## src/hdl/swm_pkg.sv

```systemverilog
// shared constants and types for the selective wake mode controller
package swm_pkg;
	localparam logic [7:0] REG_CTRL = 8'h00;
	localparam logic [7:0] REG_STAT = 8'h04;
	localparam int CTL_CFG = 8;
	localparam int CTL_ECLR = 9;
	localparam int ST_ERR = 6;
	localparam int ST_ARM = 7;
	localparam int ST_SIL = 8;
	localparam int ST_CFG = 9;
	localparam int ST_SWA = 15;
	localparam logic [2:0] MODE_OFF0 = 3'h0;
	localparam logic [2:0] MODE_WAKE = 3'h1;
	localparam logic [2:0] MODE_NORM = 3'h3;
	localparam logic [2:0] MODE_OFF1 = 3'h4;
	localparam logic [2:0] MODE_SW = 3'h5;
	localparam logic [2:0] MODE_RST = 3'h0;
	localparam logic [1:0] PREQ_NORMAL = 2'h0;
	localparam logic [1:0] PREQ_STOP = 2'h1;
	localparam logic [1:0] PREQ_SLEEP = 2'h2;
	localparam int CNT_W = 6;
	localparam logic [5:0] CNT_OVF_AT = 6'h1f;
	localparam logic [5:0] CNT_RST = 6'h00;
	typedef enum logic [1:0] {PWR_NORMAL, PWR_STOP, PWR_SLEEP, PWR_RESTART} swm_pwr_t;
	typedef enum logic [1:0] {OP_OFF, OP_WAKE, OP_RXO, OP_NORM} swm_op_t;
	typedef enum logic [2:0] {CS_IDLE, CS_FRAME, CS_PAT1, CS_PAT2, CS_WOKEN} swm_cs_t;
endpackage

```

## src/hdl/swm_err_cnt.sv

```systemverilog
// frame error counter, saturating one above the overflow point
`timescale 1ns/100ps
module swm_err_cnt #(
	parameter int W = swm_pkg::CNT_W
) (
	input wire logic pclk,
	input wire logic presetn,
	input wire logic en,
	input wire logic frz,
	input wire logic clr,
	input wire logic inc,
	input wire logic dec,
	output logic [W-1:0] count,
	output logic ovf
);
	logic live;
	// frozen while woken so software can read the value that woke it
	assign live = en && !frz;
	assign ovf = live && inc && (count == W'(swm_pkg::CNT_OVF_AT));

	// count update, clear wins
	always_ff @(posedge pclk or negedge presetn)
	begin
		if (!presetn)
			count <= W'(swm_pkg::CNT_RST);
		else if (clr)
			count <= W'(swm_pkg::CNT_RST);
		else if (live && inc && count <= W'(swm_pkg::CNT_OVF_AT))
			count <= count + W'(1);
		else if (live && dec && !inc && count != '0)
			count <= count - W'(1);
	end
endmodule

```

## src/hdl/swm_xlat.sv

```systemverilog
// can mode translation for a given power mode
`timescale 1ns/100ps
module swm_xlat (
	input wire swm_pkg::swm_pwr_t pwr,
	input wire logic [2:0] field,
	input wire logic err,
	output swm_pkg::swm_op_t op,
	output logic sw_en,
	output logic [2:0] field_out
);
	logic off;
	logic sw_req;
	assign off = (field[1:0] == 2'h0);
	assign sw_req = field[2] && !off;

	// low bits pick the base mode, msb asks for selective wake
	always_comb
	begin
		op = swm_pkg::swm_op_t'(field[1:0]);
		sw_en = sw_req && !err;
		field_out = field;
		unique case (pwr)
			swm_pkg::PWR_NORMAL:
				op = swm_pkg::swm_op_t'(field[1:0]);
			swm_pkg::PWR_STOP:
			begin
				if (field == swm_pkg::MODE_NORM)
					op = swm_pkg::OP_WAKE;
			end
			swm_pkg::PWR_SLEEP:
			begin
				op = off ? swm_pkg::OP_OFF : swm_pkg::OP_WAKE;
				if (!off)
					field_out = field[2] ? swm_pkg::MODE_SW : swm_pkg::MODE_WAKE;
			end
			swm_pkg::PWR_RESTART:
			begin
				op = off ? swm_pkg::OP_OFF : swm_pkg::OP_WAKE;
				sw_en = 1'b0;
			end
		endcase
	end
endmodule

```

## src/hdl/swm_ctrl.sv

```systemverilog
// selective wake can mode controller with apb register access
//
// Decided for this implementation: the APB slave port and the address map.
`timescale 1ns/100ps
module swm_ctrl (
	input wire logic pclk,
	input wire logic presetn,
	input wire logic psel,
	input wire logic penable,
	input wire logic pwrite,
	input wire logic [7:0] paddr,
	input wire logic [31:0] pwdata,
	output logic [31:0] prdata,
	output logic pready,
	output logic pslverr,
	input wire logic silence_tick,
	input wire logic wake_pattern,
	input wire logic wake_frame,
	input wire logic frame_err,
	input wire logic frame_ok,
	input wire logic config_err,
	output logic tx_enable,
	output logic rx_enable,
	output logic rxd_force_low,
	output logic selwake_active,
	output logic can_wake_irq,
	output logic selwake_armed_flag,
	output logic selwake_error_flag,
	output logic bus_silence_flag
);
	swm_pkg::swm_pwr_t pwr_r, pwr_nxt;
	swm_pkg::swm_op_t op_r, op_nxt;
	swm_pkg::swm_cs_t cs_r, cs_nxt, cs_tgt;
	logic [2:0] field_r, field_wr, field_nxt;
	logic err_r, err_nxt, cfg_r, cfg_nxt;
	logic armed_r, armed_nxt, sil_r, sw_en_r, sw_en_nxt;
	logic pready_r, pslverr_r;
	logic [31:0] prdata_r;
	logic tx_r, rx_r, rxlow_r, irq_r;
	logic wr, wr_ctrl, fld_wr_ok, rearm, wake_ev, frame_wake, ovf;
	logic ent_sleep, ent_restart, err_set, err_clr, cnt_en, cnt_clr, sw_code;
	logic [1:0] preq;
	logic [5:0] cnt;

	// a register access completes at the edge where pready is seen
	assign wr = psel && penable && pwrite && pready_r;
	assign wr_ctrl = wr && (paddr == swm_pkg::REG_CTRL);
	assign preq = pwdata[5:4];

	// apb handshake: one-cycle ready in the access phase
	always_ff @(posedge pclk or negedge presetn)
	begin
		if (!presetn)
		begin
			pready_r <= 1'b0;
			pslverr_r <= 1'b0;
		end
		else
		begin
			pready_r <= psel && !penable;
			pslverr_r <= psel && !penable &&
				!(paddr == swm_pkg::REG_CTRL || (paddr == swm_pkg::REG_STAT && !pwrite));
		end
	end

	// read data captured in setup; unmapped reads give zero
	always_ff @(posedge pclk or negedge presetn)
	begin
		if (!presetn)
			prdata_r <= 32'h0;
		else if (psel && !penable && !pwrite)
		begin
			prdata_r <= 32'h0;
			if (paddr == swm_pkg::REG_CTRL)
			begin
				prdata_r[2:0] <= field_r;
				prdata_r[5:4] <= 2'(pwr_r);
				prdata_r[swm_pkg::CTL_CFG] <= cfg_r;
			end
			else if (paddr == swm_pkg::REG_STAT)
			begin
				prdata_r[2:0] <= field_r;
				prdata_r[5:4] <= 2'(pwr_r);
				prdata_r[swm_pkg::ST_ERR] <= err_r;
				prdata_r[swm_pkg::ST_ARM] <= armed_r;
				prdata_r[swm_pkg::ST_SIL] <= sil_r;
				prdata_r[swm_pkg::ST_CFG] <= cfg_r;
				prdata_r[12:10] <= 3'(cs_r);
				prdata_r[14:13] <= 2'(op_r);
				prdata_r[swm_pkg::ST_SWA] <= sw_en_r;
				prdata_r[21:16] <= cnt;
			end
		end
	end

	// wake sources depend on the detection state the can block sits in
	assign frame_wake = (cs_r == swm_pkg::CS_FRAME) && wake_frame;
	assign wake_ev = frame_wake || ovf ||
		((cs_r == swm_pkg::CS_PAT2) && wake_pattern);

	// power mode requests; only a wake leaves sleep
	always_comb
	begin
		pwr_nxt = pwr_r;
		if (pwr_r == swm_pkg::PWR_SLEEP)
		begin
			if (wake_ev)
				pwr_nxt = swm_pkg::PWR_RESTART;
		end
		else if (wr_ctrl && preq == swm_pkg::PREQ_NORMAL)
			pwr_nxt = swm_pkg::PWR_NORMAL;
		else if (wr_ctrl && pwr_r == swm_pkg::PWR_NORMAL && preq == swm_pkg::PREQ_STOP)
			pwr_nxt = swm_pkg::PWR_STOP;
		else if (wr_ctrl && pwr_r == swm_pkg::PWR_NORMAL && preq == swm_pkg::PREQ_SLEEP)
			pwr_nxt = swm_pkg::PWR_SLEEP;
	end
	assign ent_sleep = (pwr_nxt == swm_pkg::PWR_SLEEP) && (pwr_r != swm_pkg::PWR_SLEEP);
	assign ent_restart = (pwr_nxt == swm_pkg::PWR_RESTART) && (pwr_r != swm_pkg::PWR_RESTART);

	// software changes the field only in normal mode; sleep entry also rewrites it through the translation
	assign fld_wr_ok = wr_ctrl && (pwr_r == swm_pkg::PWR_NORMAL);
	assign field_wr = fld_wr_ok ? pwdata[2:0] : field_r;
	// a changed mode write leaves the woken state; sleep entry too
	assign rearm = (fld_wr_ok && pwdata[2:0] != field_r) || ent_sleep;

	// translation runs on next values so it lands with the power change
	swm_xlat u_xlat (
		.pwr(pwr_nxt),
		.field(field_wr),
		.err(err_nxt),
		.op(op_nxt),
		.sw_en(sw_en_nxt),
		.field_out(field_nxt)
	);

	// error flag: set wins over software clear; off code 100 never sets it
	assign sw_code = field_wr[2] && (field_wr[1:0] != 2'h0);
	// config check sees the cfg bit of the same write, so one write can arm
	assign err_set = sw_code && (config_err || ovf ||
		(fld_wr_ok && pwdata[2:0] != field_r && !cfg_nxt) ||
		(ent_restart && !frame_wake));
	// cannot be cleared while a selective wake code lacks valid config
	assign err_clr = wr_ctrl && pwdata[swm_pkg::CTL_ECLR] && !(field_wr[2] && !cfg_nxt);
	assign err_nxt = err_set || (err_r && !err_clr);

	// config valid: software write wins over the restart clear
	always_comb
	begin
		cfg_nxt = cfg_r;
		if (wr_ctrl)
			cfg_nxt = pwdata[swm_pkg::CTL_CFG];
		else if (ent_restart)
			cfg_nxt = 1'b0;
	end

	// where an unwoken transceiver lands for the current settings
	always_comb
	begin
		if (sw_en_nxt)
			cs_tgt = swm_pkg::CS_FRAME;
		else if (op_nxt == swm_pkg::OP_WAKE)
			cs_tgt = swm_pkg::CS_PAT2;
		else
			cs_tgt = swm_pkg::CS_IDLE;
	end

	// can detection state; woken holds until re-armed
	always_comb
	begin
		cs_nxt = cs_tgt;
		unique case (cs_r)
			swm_pkg::CS_WOKEN:
				cs_nxt = rearm ? cs_tgt : swm_pkg::CS_WOKEN;
			swm_pkg::CS_FRAME:
			begin
				if (wake_ev)
					cs_nxt = swm_pkg::CS_WOKEN;
				else if (sw_en_nxt && silence_tick)
					cs_nxt = swm_pkg::CS_PAT1;
			end
			swm_pkg::CS_PAT1:
			begin
				if (wake_ev)
					cs_nxt = swm_pkg::CS_WOKEN;
				else if (sw_en_nxt && !wake_pattern)
					cs_nxt = swm_pkg::CS_PAT1;
			end
			swm_pkg::CS_IDLE, swm_pkg::CS_PAT2:
			begin
				if (wake_ev)
					cs_nxt = swm_pkg::CS_WOKEN;
			end
		endcase
	end

	// armed follows the next state, so a wake or msb write drops it
	assign armed_nxt = (sw_en_nxt && (cs_nxt == swm_pkg::CS_FRAME ||
		cs_nxt == swm_pkg::CS_PAT1)) ||
		(err_nxt && field_nxt[2] && cs_nxt == swm_pkg::CS_PAT2);

	// counter runs in normal, rx only and frame detection
	assign cnt_en = (op_r == swm_pkg::OP_NORM) || (op_r == swm_pkg::OP_RXO) ||
		(cs_r == swm_pkg::CS_FRAME);
	assign cnt_clr = (cs_r == swm_pkg::CS_FRAME && cs_nxt == swm_pkg::CS_PAT1) ||
		(cs_r != swm_pkg::CS_FRAME && cs_nxt == swm_pkg::CS_FRAME) ||
		(cs_r == swm_pkg::CS_WOKEN && cs_nxt != swm_pkg::CS_WOKEN) ||
		field_r == swm_pkg::MODE_OFF0 || field_r == swm_pkg::MODE_OFF1 ||
		field_r == swm_pkg::MODE_WAKE;

	swm_err_cnt #(
		.W(swm_pkg::CNT_W)
	) u_cnt (
		.pclk(pclk),
		.presetn(presetn),
		.en(cnt_en),
		.frz(cs_r == swm_pkg::CS_WOKEN),
		.clr(cnt_clr),
		.inc(frame_err),
		.dec(frame_ok),
		.count(cnt),
		.ovf(ovf)
	);

	// mode and flag state
	always_ff @(posedge pclk or negedge presetn)
	begin
		if (!presetn)
		begin
			pwr_r <= swm_pkg::PWR_NORMAL;
			field_r <= swm_pkg::MODE_RST;
			op_r <= swm_pkg::OP_OFF;
			cs_r <= swm_pkg::CS_IDLE;
			err_r <= 1'b0;
			cfg_r <= 1'b0;
			armed_r <= 1'b0;
			sw_en_r <= 1'b0;
		end
		else
		begin
			pwr_r <= pwr_nxt;
			field_r <= field_nxt;
			op_r <= op_nxt;
			cs_r <= cs_nxt;
			err_r <= err_nxt;
			cfg_r <= cfg_nxt;
			armed_r <= armed_nxt;
			sw_en_r <= sw_en_nxt;
		end
	end

	// silence flag: set wins over the pattern clear
	always_ff @(posedge pclk or negedge presetn)
	begin
		if (!presetn)
			sil_r <= 1'b0;
		else if (silence_tick && (cs_r == swm_pkg::CS_FRAME || cs_r == swm_pkg::CS_PAT2))
			sil_r <= 1'b1;
		else if (wake_pattern)
			sil_r <= 1'b0;
	end

	// transceiver controls, registered from next values
	always_ff @(posedge pclk or negedge presetn)
	begin
		if (!presetn)
		begin
			tx_r <= 1'b0;
			rx_r <= 1'b0;
			rxlow_r <= 1'b0;
			irq_r <= 1'b0;
		end
		else
		begin
			tx_r <= (op_nxt == swm_pkg::OP_NORM);
			rx_r <= (op_nxt == swm_pkg::OP_NORM) || (op_nxt == swm_pkg::OP_RXO);
			// an active receiver keeps real bus data on rxd
			rxlow_r <= (cs_nxt == swm_pkg::CS_WOKEN) && (op_nxt == swm_pkg::OP_WAKE ||
				op_nxt == swm_pkg::OP_OFF);
			irq_r <= wake_ev && (pwr_r != swm_pkg::PWR_SLEEP);
		end
	end

	assign prdata = prdata_r;
	assign pready = pready_r;
	assign pslverr = pslverr_r;
	assign tx_enable = tx_r;
	assign rx_enable = rx_r;
	assign rxd_force_low = rxlow_r;
	assign selwake_active = sw_en_r;
	assign can_wake_irq = irq_r;
	assign selwake_armed_flag = armed_r;
	assign selwake_error_flag = err_r;
	assign bus_silence_flag = sil_r;
endmodule

```

## config.mk

```make
export PLATFORM = sky130hd
export DESIGN_NAME = swm_ctrl
export DESIGN_NICKNAME = d
export VERILOG_FILES = /design/src/hdl/swm_pkg.sv /design/src/hdl/swm_err_cnt.sv /design/src/hdl/swm_xlat.sv /design/src/hdl/swm_ctrl.sv
export SDC_FILE = /design/constraint.sdc
export NUM_CORES = 1
export LEC_CHECK = 0
export BUFFER_PORTS_ARGS = -buffer_cell sky130_fd_sc_hd__buf_2
export CORE_MARGIN = 2
export CORE_UTILIZATION = 35
export CTS_CLUSTER_SIZE = 20
export DETAILED_ROUTE_END_ITERATION = 16
export PLACE_DENSITY = 0.65
export RECOVER_POWER = 25
export SYNTH_ARGS = -nofsm -noshare
export SYNTH_HDL_FRONTEND = slang
export SYNTH_SLANG_ARGS = --single-unit
```

## constraint.sdc

```tcl
create_clock -name pclk -period 3.3 [get_ports pclk]
set_input_delay 0 -clock pclk [delete_from_list [all_inputs] [get_ports pclk]]
set_output_delay 0 -clock pclk [all_outputs]
set_load 0.02 [all_outputs]
```

==> impl_results.html, run 1 <==
<table>
<tr><th>Metric</th><th>Value</th></tr>
<tr><th colspan="2">Status</th></tr>
<tr><td>Result of the run</td><td>finished clean</td></tr>
<tr><th colspan="2">Critical path</th></tr>
<tr><td>Required time at the endpoint of the critical path</td><td>3.51 ns</td></tr>
<tr><td>Path type of the worst setup path</td><td>reg -&gt; reg</td></tr>
<tr><td>CP Max Fanout</td><td>9</td></tr>
<tr><td>Worst path arrival time</td><td>2.89 ns</td></tr>
<tr><td>Crit path from</td><td>cs_r[1]</td></tr>
<tr><td>Setup crit end kind</td><td>flop</td></tr>
<tr><td>Setup crit start kind</td><td>flop</td></tr>
<tr><td>RR Startpoint</td><td>cs_r[1]</td></tr>
<tr><th colspan="2">Pwr</th></tr>
<tr><td>Largest vdd supply drop</td><td>0.000161 V</td></tr>
<tr><td>Leak Pwr</td><td>1.42 nW</td></tr>
<tr><td>Power per unit of standard cell area</td><td>363 nW/µm²</td></tr>
<tr><td>Share of total power consumed by net switching</td><td>23.8%</td></tr>
<tr><td>Combinational share of power</td><td>7.5%</td></tr>
<tr><td>Cell Int Power</td><td>0.842 mW</td></tr>
<tr><td>Power share of the clock group</td><td>38.6%</td></tr>
<tr><td>Sequential share of power</td><td>53.8%</td></tr>
<tr><td>NetSw</td><td>0.264 mW</td></tr>
<tr><th colspan="2">Synthesis</th></tr>
<tr><td>Most common flop cell mapped by yosys</td><td>sky130_fd_sc_hd__dfrtp_1</td></tr>
<tr><td>Async set-or-reset flop fraction in the synthesized netlist</td><td>100%</td></tr>
<tr><td>Sequential share of the synthesized area</td><td>46.5%</td></tr>
<tr><td>Synthesis-stage register bit count</td><td>48</td></tr>
<tr><td>Cells taking the most area after synthesis</td><td>sky130_fd_sc_hd__dfrtp_1 (47%), sky130_fd_sc_hd__a22o_1 (7.1%), sky130_fd_sc_hd__buf_4 (3.5%)</td></tr>
<tr><td>Fraction of synthesized cell area taken by the top area cell type</td><td>46.5%</td></tr>
<tr><td>Yosys warns</td><td>0</td></tr>
<tr><td>Number of instances in the synthesized netlist</td><td>234</td></tr>
<tr><td>Library cell occupying the most area in the post-synthesis netlist</td><td>sky130_fd_sc_hd__dfrtp_1</td></tr>
<tr><td>Number of flops mapped to enable cells by yosys</td><td>0</td></tr>
<tr><td>Cell area after technology mapping</td><td>2580 µm²</td></tr>
<tr><td>Syn Area/Cell</td><td>11.0 µm²</td></tr>
<tr><td>Number of unique standard cell types used by synthesis</td><td>58</td></tr>
<tr><th colspan="2">GRT</th></tr>
<tr><td>GRT Util Overall</td><td>14.3%</td></tr>
<tr><td>Antenna violations before repair</td><td>0</td></tr>
<tr><td>Maximum number of pins on one net before global-route repair</td><td>49</td></tr>
<tr><td>Vias in the first global route</td><td>1,946</td></tr>
<tr><td>GRT Residual Overflow</td><td>0</td></tr>
<tr><td>Global-route wire length before repair</td><td>9520 µm</td></tr>
<tr><th colspan="2">Drt</th></tr>
<tr><td>Count of vias placed by the detailed router</td><td>1,957</td></tr>
<tr><td>DRC violation total after the first TritonRoute iteration</td><td>117</td></tr>
<tr><td>Total iterations of the first detailed-routing run</td><td>4</td></tr>
<tr><td>Antenna Nets Post-Route</td><td>0</td></tr>
<tr><td>Number of vias per cell</td><td>4.94</td></tr>
<tr><td>DRC violation count after routing</td><td>0</td></tr>
<tr><td>Total length of routed wires</td><td>5680 µm</td></tr>
<tr><td>Per-cell routed wire length</td><td>14.4 µm</td></tr>
<tr><th colspan="2">Timing</th></tr>
<tr><td>Final-report max-slew violation count</td><td>0</td></tr>
<tr><td>Max Clk Rate</td><td>373 MHz</td></tr>
<tr><td>Normalized max-slew margin</td><td>28.5%</td></tr>
<tr><td>Shortest clock period the worst path allows after layout</td><td>2.68 ns</td></tr>
<tr><td>Pin slew with the least headroom to its limit</td><td>1.07 ns</td></tr>
<tr><td>Setup repair after global routing missed its margin</td><td>no</td></tr>
<tr><td>Total Neg Setup Slack</td><td>0 ns</td></tr>
<tr><td>Share of the cycle needed by the critical path after routing</td><td>81.2%</td></tr>
<tr><td>Final number of hold-violating endpoints</td><td>0</td></tr>
<tr><td>Final setup skew</td><td>0.0121 ns</td></tr>
<tr><td>Final-report setup violation count</td><td>0</td></tr>
<tr><th colspan="2">Floorplan</th></tr>
<tr><td>Die Y</td><td>89.9 µm</td></tr>
<tr><td>Die Area</td><td>8080 µm²</td></tr>
<tr><td>Initial core utilization</td><td>35.8%</td></tr>
<tr><td>Row count</td><td>31</td></tr>
<tr><td>Total core area</td><td>7210 µm²</td></tr>
<tr><td>Chip Width</td><td>89.9 µm</td></tr>
<tr><td>Number of placed I/O pins</td><td>93</td></tr>
<tr><th colspan="2">Layout</th></tr>
<tr><td>Antenna fix cells</td><td>0</td></tr>
<tr><td>Number of nets in the layout</td><td>352</td></tr>
<tr><td>Final design area excluding fillers</td><td>3050 µm²</td></tr>
<tr><td>Area growth from synthesis to layout</td><td>18.1%</td></tr>
<tr><td>Share of final-layout standard cells stronger than drive strength 1</td><td>18.2%</td></tr>
<tr><td>Core utilization of the finished layout</td><td>42.3%</td></tr>
<tr><td>Filler cells</td><td>724</td></tr>
<tr><td>Top library cells by usage in the layout, fill and taps aside</td><td>sky130_fd_sc_hd__dfrtp_1 (48), sky130_fd_sc_hd__clkbuf_1 (30), sky130_fd_sc_hd__buf_2 (26), sky130_fd_sc_hd__a22o_1 (21), sky130_fd_sc_hd__nor2_1 (15)</td></tr>
<tr><td>Most common cell after layout, fill and taps aside</td><td>sky130_fd_sc_hd__dfrtp_1</td></tr>
<tr><th colspan="2">CTS</th></tr>
<tr><td>Post-cts gate resize count</td><td>0</td></tr>
<tr><td>CTS max path bufs</td><td>2</td></tr>
<tr><td>Post-CTS Setup Bufs</td><td>0</td></tr>
<tr><td>Total clock buffers created by CTS</td><td>5</td></tr>
<tr><td>TritonCTS clock tree</td><td>built</td></tr>
<tr><td>Maximum level of the CTS H-tree</td><td>2</td></tr>
<tr><td>Clock transition at the registers of the reported paths</td><td>0.10 ns</td></tr>
<tr><td>CTS sink cnt</td><td>48</td></tr>
<tr><td>CTS hold repair buffers</td><td>6</td></tr>
<tr><td>Clk_lat worst skew</td><td>0.31 ns</td></tr>
<tr><td>CTS root buffer</td><td>sky130_fd_sc_hd__clkbuf_8</td></tr>
<tr><th colspan="2">Placed design</th></tr>
<tr><td>Count of input and output buffers</td><td>56</td></tr>
<tr><td>HPWL after detailed placement</td><td>4180 µm</td></tr>
<tr><td>Post-DP Area</td><td>2920 µm²</td></tr>
<tr><td>RD Place Congestion</td><td>0.842</td></tr>
<tr><th colspan="2">Min path</th></tr>
<tr><td>Startpoint of the most critical hold path</td><td>pwdata[2]</td></tr>
<tr><td>Class of the worst hold path</td><td>in -&gt; reg</td></tr>
<tr><th colspan="2">Flow run</th></tr>
<tr><td>Max cap viols</td><td>0</td></tr>
</table>
cell usage after synthesis (4+ instances only):
master and count:
sky130_fd_sc_hd__dfrtp_1 48, sky130_fd_sc_hd__nand2_1 12, sky130_fd_sc_hd__mux2i_1 6, sky130_fd_sc_hd__o21ai_1 4, sky130_fd_sc_hd__nor2b_1 5, sky130_fd_sc_hd__a22o_1 21, sky130_fd_sc_hd__nand2b_1 5, sky130_fd_sc_hd__o21ai_0 4
sky130_fd_sc_hd__nor2_1 15, sky130_fd_sc_hd__a21oi_1 11, sky130_fd_sc_hd__clkbuf_1 4, sky130_fd_sc_hd__ha_1 4, sky130_fd_sc_hd__buf_4 12, sky130_fd_sc_hd__o31ai_1 4, sky130_fd_sc_hd__inv_1 11, sky130_fd_sc_hd__xor2_1 6
flip-flops by register name (all words and copies together), names as in the netlist, 2 cells and up:
name / cells
cs_r: 3
pwr_r: 2
prdata: 21
op_r: 2
u_cnt.count: 6
field_r: 3
layer usage:
layer	vias up	global-route usage [%]	share of wire, %
met4	0	5.77	2.2
li1	956	-	-
met5	-	0	0
met1	938	19.5	49
met3	9	2.93	4.6
met2	54	22.2	44
final cells by class:
type | count | area (µm²) | area share (%)
sequential | 48 | 1200 | 39.4
multi-input combinational | 167 | 1260 | 41.4
clock buffer | 5 | 68.8 | 2.26
clock inverter | 3 | 42.5 | 1.39
timing repair buffer | 63 | 310 | 10.2
tap | 99 | 124 | 4.06
inverter | 11 | 41.3 | 1.35
power groups by stage:
stage | Combinational, mW | Sequential [mW] | Clock (mW)
4_1_cts | 0.0848 | 0.595 | 0.435
6_report | 0.0831 | 0.595 | 0.427
5_1_grt | 0.0915 | 0.596 | 0.458
3_3_place_gp | 0.0790 | 0.607 | 0
3_5_place_dp | 0.0803 | 0.607 | 0
2_1_floorplan | 0.0464 | 0.608 | 0
final timing paths:
path                       cells past startpoint             end  slack (ns)
max                                           10  u_cnt.count[5]        0.62
min                                            2      field_r[2]        0.02
max reg2reg                                   10  u_cnt.count[5]        0.62
min reg2reg                                    1      prdata[13]        0.47
max in group asynchronous                      2       prdata[4]        2.21
min in group asynchronous                      2      prdata[18]        0.43
kinds of logic after synthesis:
| kind of cell | count (synthesis) | share of synthesized area (%) |
|---|---|---|
| buffers and inverters | 29 | 6.06 |
| AND/OR/NAND/NOR | 64 | 16.2 |
| XOR/XNOR | 8 | 2.71 |
| multiplexers | 9 | 3.63 |
| adder cells (fa/ha/maj) | 5 | 2.71 |
| flip-flops | 48 | 46.5 |
| other | 1 | 0.145 |
| AO/OA/AOI/OAI | 70 | 22.0 |
critical path, stage by stage, from the launching register on:
cell,delay [ns]
sky130_fd_sc_hd__dfrtp_1,0.48
sky130_fd_sc_hd__nand2b_1,0.21
sky130_fd_sc_hd__a221oi_2,0.40
sky130_fd_sc_hd__inv_1,0.22
sky130_fd_sc_hd__ha_1,0.32
sky130_fd_sc_hd__a21o_1,0.18
sky130_fd_sc_hd__a21o_1,0.19
sky130_fd_sc_hd__a21oi_1,0.15
sky130_fd_sc_hd__o211a_1,0.17
sky130_fd_sc_hd__xor2_1,0.07
sky130_fd_sc_hd__nor3b_1,0.21
per-stage QoR:
stage	power, mW	instances	hold WS [ns]	worst slack, ns
global route	1.15	396	0.0104	0.354
finish	1.11	396	0.0246	0.620
global placement	0.686	382	0.201	0.647
CTS	1.11	396	0.0190	0.613
detailed placement	0.687	382	0.206	0.632
floorplan	0.655	244	-0.296	0.918
Note: power is estimated with default switching activity, not from simulation.
==> run 2: changes to the inputs <==
clock period = 2.8 ns   (was 3.3 ns; I/O delays follow)
==> run 2 against run 1 <==
Against the previous run:
- final cell count rose by 1.0%
- sequential cell count did not move
- clock-buffer cell count did not move
- critical endpoint unchanged
- largest power group unchanged
==> impl_results.html, run 2 (synthesis gave the netlist of run 1 again) <==
<table>
<tr><th>Metric</th><th>Value</th></tr>
<tr><th colspan="2">Floorplan</th></tr>
<tr><td>Die Area</td><td>8080 µm²</td></tr>
<tr><td>Total core area</td><td>7210 µm²</td></tr>
<tr><td>Die Y</td><td>89.9 µm</td></tr>
<tr><td>Initial core utilization</td><td>35.8%</td></tr>
<tr><td>Row count</td><td>31</td></tr>
<tr><td>Number of placed I/O pins</td><td>93</td></tr>
<tr><td>Chip Width</td><td>89.9 µm</td></tr>
<tr><th colspan="2">Status</th></tr>
<tr><td>Result of the run</td><td>finished clean</td></tr>
<tr><th colspan="2">Critical path</th></tr>
<tr><td>Worst path arrival time</td><td>2.79 ns</td></tr>
<tr><td>Worst flop-to-flop path endpoint</td><td>u_cnt.count[5]</td></tr>
<tr><td>Flop-to-flop setup slack</td><td>0.22 ns</td></tr>
<tr><td>Series of cell instances along the critical path</td><td>nand2b_1, a221oi_2, inv_1, ha_1, a21o_1, a21o_1, a21oi_1, o211a_1, xor2_1, nor3b_1</td></tr>
<tr><td>Max incr delay on CP</td><td>0.42 ns</td></tr>
<tr><td>Setup crit start kind</td><td>flop</td></tr>
<tr><td>Setup crit end kind</td><td>flop</td></tr>
<tr><td>Cell family contributing the most delay on the critical path</td><td>compound AO/OA/AOI/OAI gates</td></tr>
<tr><td>RR Startpoint</td><td>cs_r[1]</td></tr>
<tr><td>Path type of the worst setup path</td><td>reg -&gt; reg</td></tr>
<tr><td>CP Max Fanout</td><td>5</td></tr>
<tr><td>Number of cells traversed by the worst register-to-register path</td><td>10</td></tr>
<tr><td>Required time at the endpoint of the critical path</td><td>3.01 ns</td></tr>
<tr><td>Top cell by count, worst path</td><td>sky130_fd_sc_hd__a21o_1</td></tr>
<tr><td>Count of buffer and inverter cells on the critical path</td><td>1</td></tr>
<tr><td>Slowest stage cell, crit path</td><td>sky130_fd_sc_hd__a221oi_2</td></tr>
<tr><th colspan="2">CTS</th></tr>
<tr><td>Post-CTS Setup Bufs</td><td>0</td></tr>
<tr><td>Total clock buffers created by CTS</td><td>5</td></tr>
<tr><td>Post-cts gate resize count</td><td>0</td></tr>
<tr><td>Maximum level of the CTS H-tree</td><td>2</td></tr>
<tr><td>CTS root buffer</td><td>sky130_fd_sc_hd__clkbuf_8</td></tr>
<tr><td>Clk_lat worst skew</td><td>0.30 ns</td></tr>
<tr><td>CTS sink cnt</td><td>48</td></tr>
<tr><td>CTS max path bufs</td><td>2</td></tr>
<tr><td>CTS hold repair buffers</td><td>6</td></tr>
<tr><td>TritonCTS clock tree</td><td>built</td></tr>
<tr><td>Clock transition at the registers of the reported paths</td><td>0.09 ns</td></tr>
<tr><th colspan="2">GRT</th></tr>
<tr><td>GRT Util Overall</td><td>14.4%</td></tr>
<tr><td>Vias in the first global route</td><td>1,905</td></tr>
<tr><td>Global-route wire length before repair</td><td>9540 µm</td></tr>
<tr><td>Maximum number of pins on one net before global-route repair</td><td>49</td></tr>
<tr><td>Antenna violations before repair</td><td>0</td></tr>
<tr><td>GRT Residual Overflow</td><td>0</td></tr>
<tr><th colspan="2">Drt</th></tr>
<tr><td>Total iterations of the first detailed-routing run</td><td>4</td></tr>
<tr><td>DRC violation count after routing</td><td>0</td></tr>
<tr><td>Number of vias per cell</td><td>4.98</td></tr>
<tr><td>DRC violation total after the first TritonRoute iteration</td><td>60</td></tr>
<tr><td>Per-cell routed wire length</td><td>14.2 µm</td></tr>
<tr><td>Total length of routed wires</td><td>5680 µm</td></tr>
<tr><td>Antenna Nets Post-Route</td><td>0</td></tr>
<tr><td>Count of vias placed by the detailed router</td><td>1,993</td></tr>
<tr><th colspan="2">Timing</th></tr>
<tr><td>Final-report setup violation count</td><td>0</td></tr>
<tr><td>Setup repair after global routing missed its margin</td><td>no</td></tr>
<tr><td>Final-report max-slew violation count</td><td>0</td></tr>
<tr><td>Max Clk Rate</td><td>388 MHz</td></tr>
<tr><td>Final setup skew</td><td>0.00776 ns</td></tr>
<tr><td>Final number of hold-violating endpoints</td><td>0</td></tr>
<tr><td>Pin slew with the least headroom to its limit</td><td>1.05 ns</td></tr>
<tr><td>Shortest clock period the worst path allows after layout</td><td>2.58 ns</td></tr>
<tr><td>Total Neg Setup Slack</td><td>0 ns</td></tr>
<tr><td>Normalized max-slew margin</td><td>29.8%</td></tr>
<tr><td>Share of the cycle needed by the critical path after routing</td><td>92.2%</td></tr>
<tr><th colspan="2">Min path</th></tr>
<tr><td>Worst hold path stage count</td><td>2</td></tr>
<tr><td>Worst min-delay path endpoint</td><td>field_r[2]</td></tr>
<tr><td>Startpoint of the most critical hold path</td><td>pwdata[2]</td></tr>
<tr><td>Class of the worst hold path</td><td>in -&gt; reg</td></tr>
<tr><th colspan="2">Layout</th></tr>
<tr><td>Non-filler instance count after layout</td><td>400</td></tr>
<tr><td>Share of final-layout standard cells stronger than drive strength 1</td><td>19.3%</td></tr>
<tr><td>Final design area excluding fillers</td><td>3080 µm²</td></tr>
<tr><td>Flip-flop count of the largest register after layout</td><td>21</td></tr>
<tr><td>Core utilization of the finished layout</td><td>42.7%</td></tr>
<tr><td>Number of nets in the layout</td><td>356</td></tr>
<tr><td>Area growth from synthesis to layout</td><td>19.3%</td></tr>
<tr><td>Antenna fix cells</td><td>0</td></tr>
<tr><td>Filler cells</td><td>732</td></tr>
<tr><td>Top library cells by usage in the layout, fill and taps aside</td><td>sky130_fd_sc_hd__dfrtp_1 (48), sky130_fd_sc_hd__clkbuf_1 (30), sky130_fd_sc_hd__buf_2 (26), sky130_fd_sc_hd__a22o_1 (21), sky130_fd_sc_hd__nor2_1 (15)</td></tr>
<tr><td>Most common cell after layout, fill and taps aside</td><td>sky130_fd_sc_hd__dfrtp_1</td></tr>
<tr><th colspan="2">Flow run</th></tr>
<tr><td>Max cap viols</td><td>0</td></tr>
<tr><th colspan="2">Placed design</th></tr>
<tr><td>Number of placed instances with taps included</td><td>386</td></tr>
<tr><td>RD Place Congestion</td><td>0.833</td></tr>
<tr><td>HPWL after detailed placement</td><td>4250 µm</td></tr>
<tr><td>Count of input and output buffers</td><td>56</td></tr>
<tr><td>Post-DP Area</td><td>2950 µm²</td></tr>
<tr><th colspan="2">Pwr</th></tr>
<tr><td>Leak Pwr</td><td>1.44 nW</td></tr>
<tr><td>Largest vdd supply drop</td><td>0.000192 V</td></tr>
<tr><td>Power per unit of standard cell area</td><td>421 nW/µm²</td></tr>
</table>
[run 2: layout make-up]
type / instances / area, µm² / area share (%)
Multi-Input combinational cell: 167 / 1260 / 41.0
Clock buffer: 5 / 68.8 / 2.23
Clock inverter: 3 / 42.5 / 1.38
Sequential cell: 48 / 1200 / 39.0
Timing Repair Buffer: 67 / 340 / 11.0
Tap cell: 99 / 124 / 4.02
Inverter: 11 / 41.3 / 1.34
[run 2: worst register-to-register path, delay by kind of cell, from the launching register on]
family                   cells  cell delay (ns)
AO/OA/AOI/OAI                5             1.12
flip-flops                   1             0.40
AND/OR/NAND/NOR              2             0.37
adder cells (fa/ha/maj)      1             0.32
buffers and inverters        1             0.22
XOR/XNOR                     1             0.06
[run 2: report_power, final]
group          switching (mW)  leakage (nW)  internal [mW]  total, mW
Combinational          0.0684         0.727         0.0326      0.101
Sequential            0.00297         0.656          0.697      0.700
Clock                   0.231        0.0541          0.264      0.495
Total                   0.302          1.44          0.994       1.30
[run 2: worst max path at each step]
stage | endpoint | slack, ns | from | depth (start not counted)
3_5_place_dp | u_cnt.count[4] | 0.24 | cs_r[1] | 9
5_1_grt | u_cnt.count[4] | 0.02 | u_cnt.count[5] | 9
4_1_cts | u_cnt.count[4] | 0.21 | cs_r[1] | 9
6_report | u_cnt.count[5] | 0.22 | cs_r[1] | 10
3_3_place_gp | u_cnt.count[5] | 0.30 | cs_r[1] | 10
2_1_floorplan | u_cnt.count[5] | 0.42 | cs_r[1] | 11
[run 2: per-layer routing]
layer	global-route usage, %	wire length (µm)	up-vias
met5	0	0	-
met4	4.62	78	0
met3	2.26	253	7
met2	23.1	2580	51
met1	20.1	2760	964
li1	-	-	971
[run 2: through the flow]
stage | power, mW | setup WS [ns] | hold WS (ns)
2_1_floorplan | 0.772 | 0.418 | -0.296
3_3_place_gp | 0.809 | 0.298 | 0.200
3_5_place_dp | 0.811 | 0.235 | 0.207
4_1_cts | 1.32 | 0.208 | 0.0204
5_1_grt | 1.36 | 0.0181 | 0.0263
6_report | 1.30 | 0.220 | 0.0278
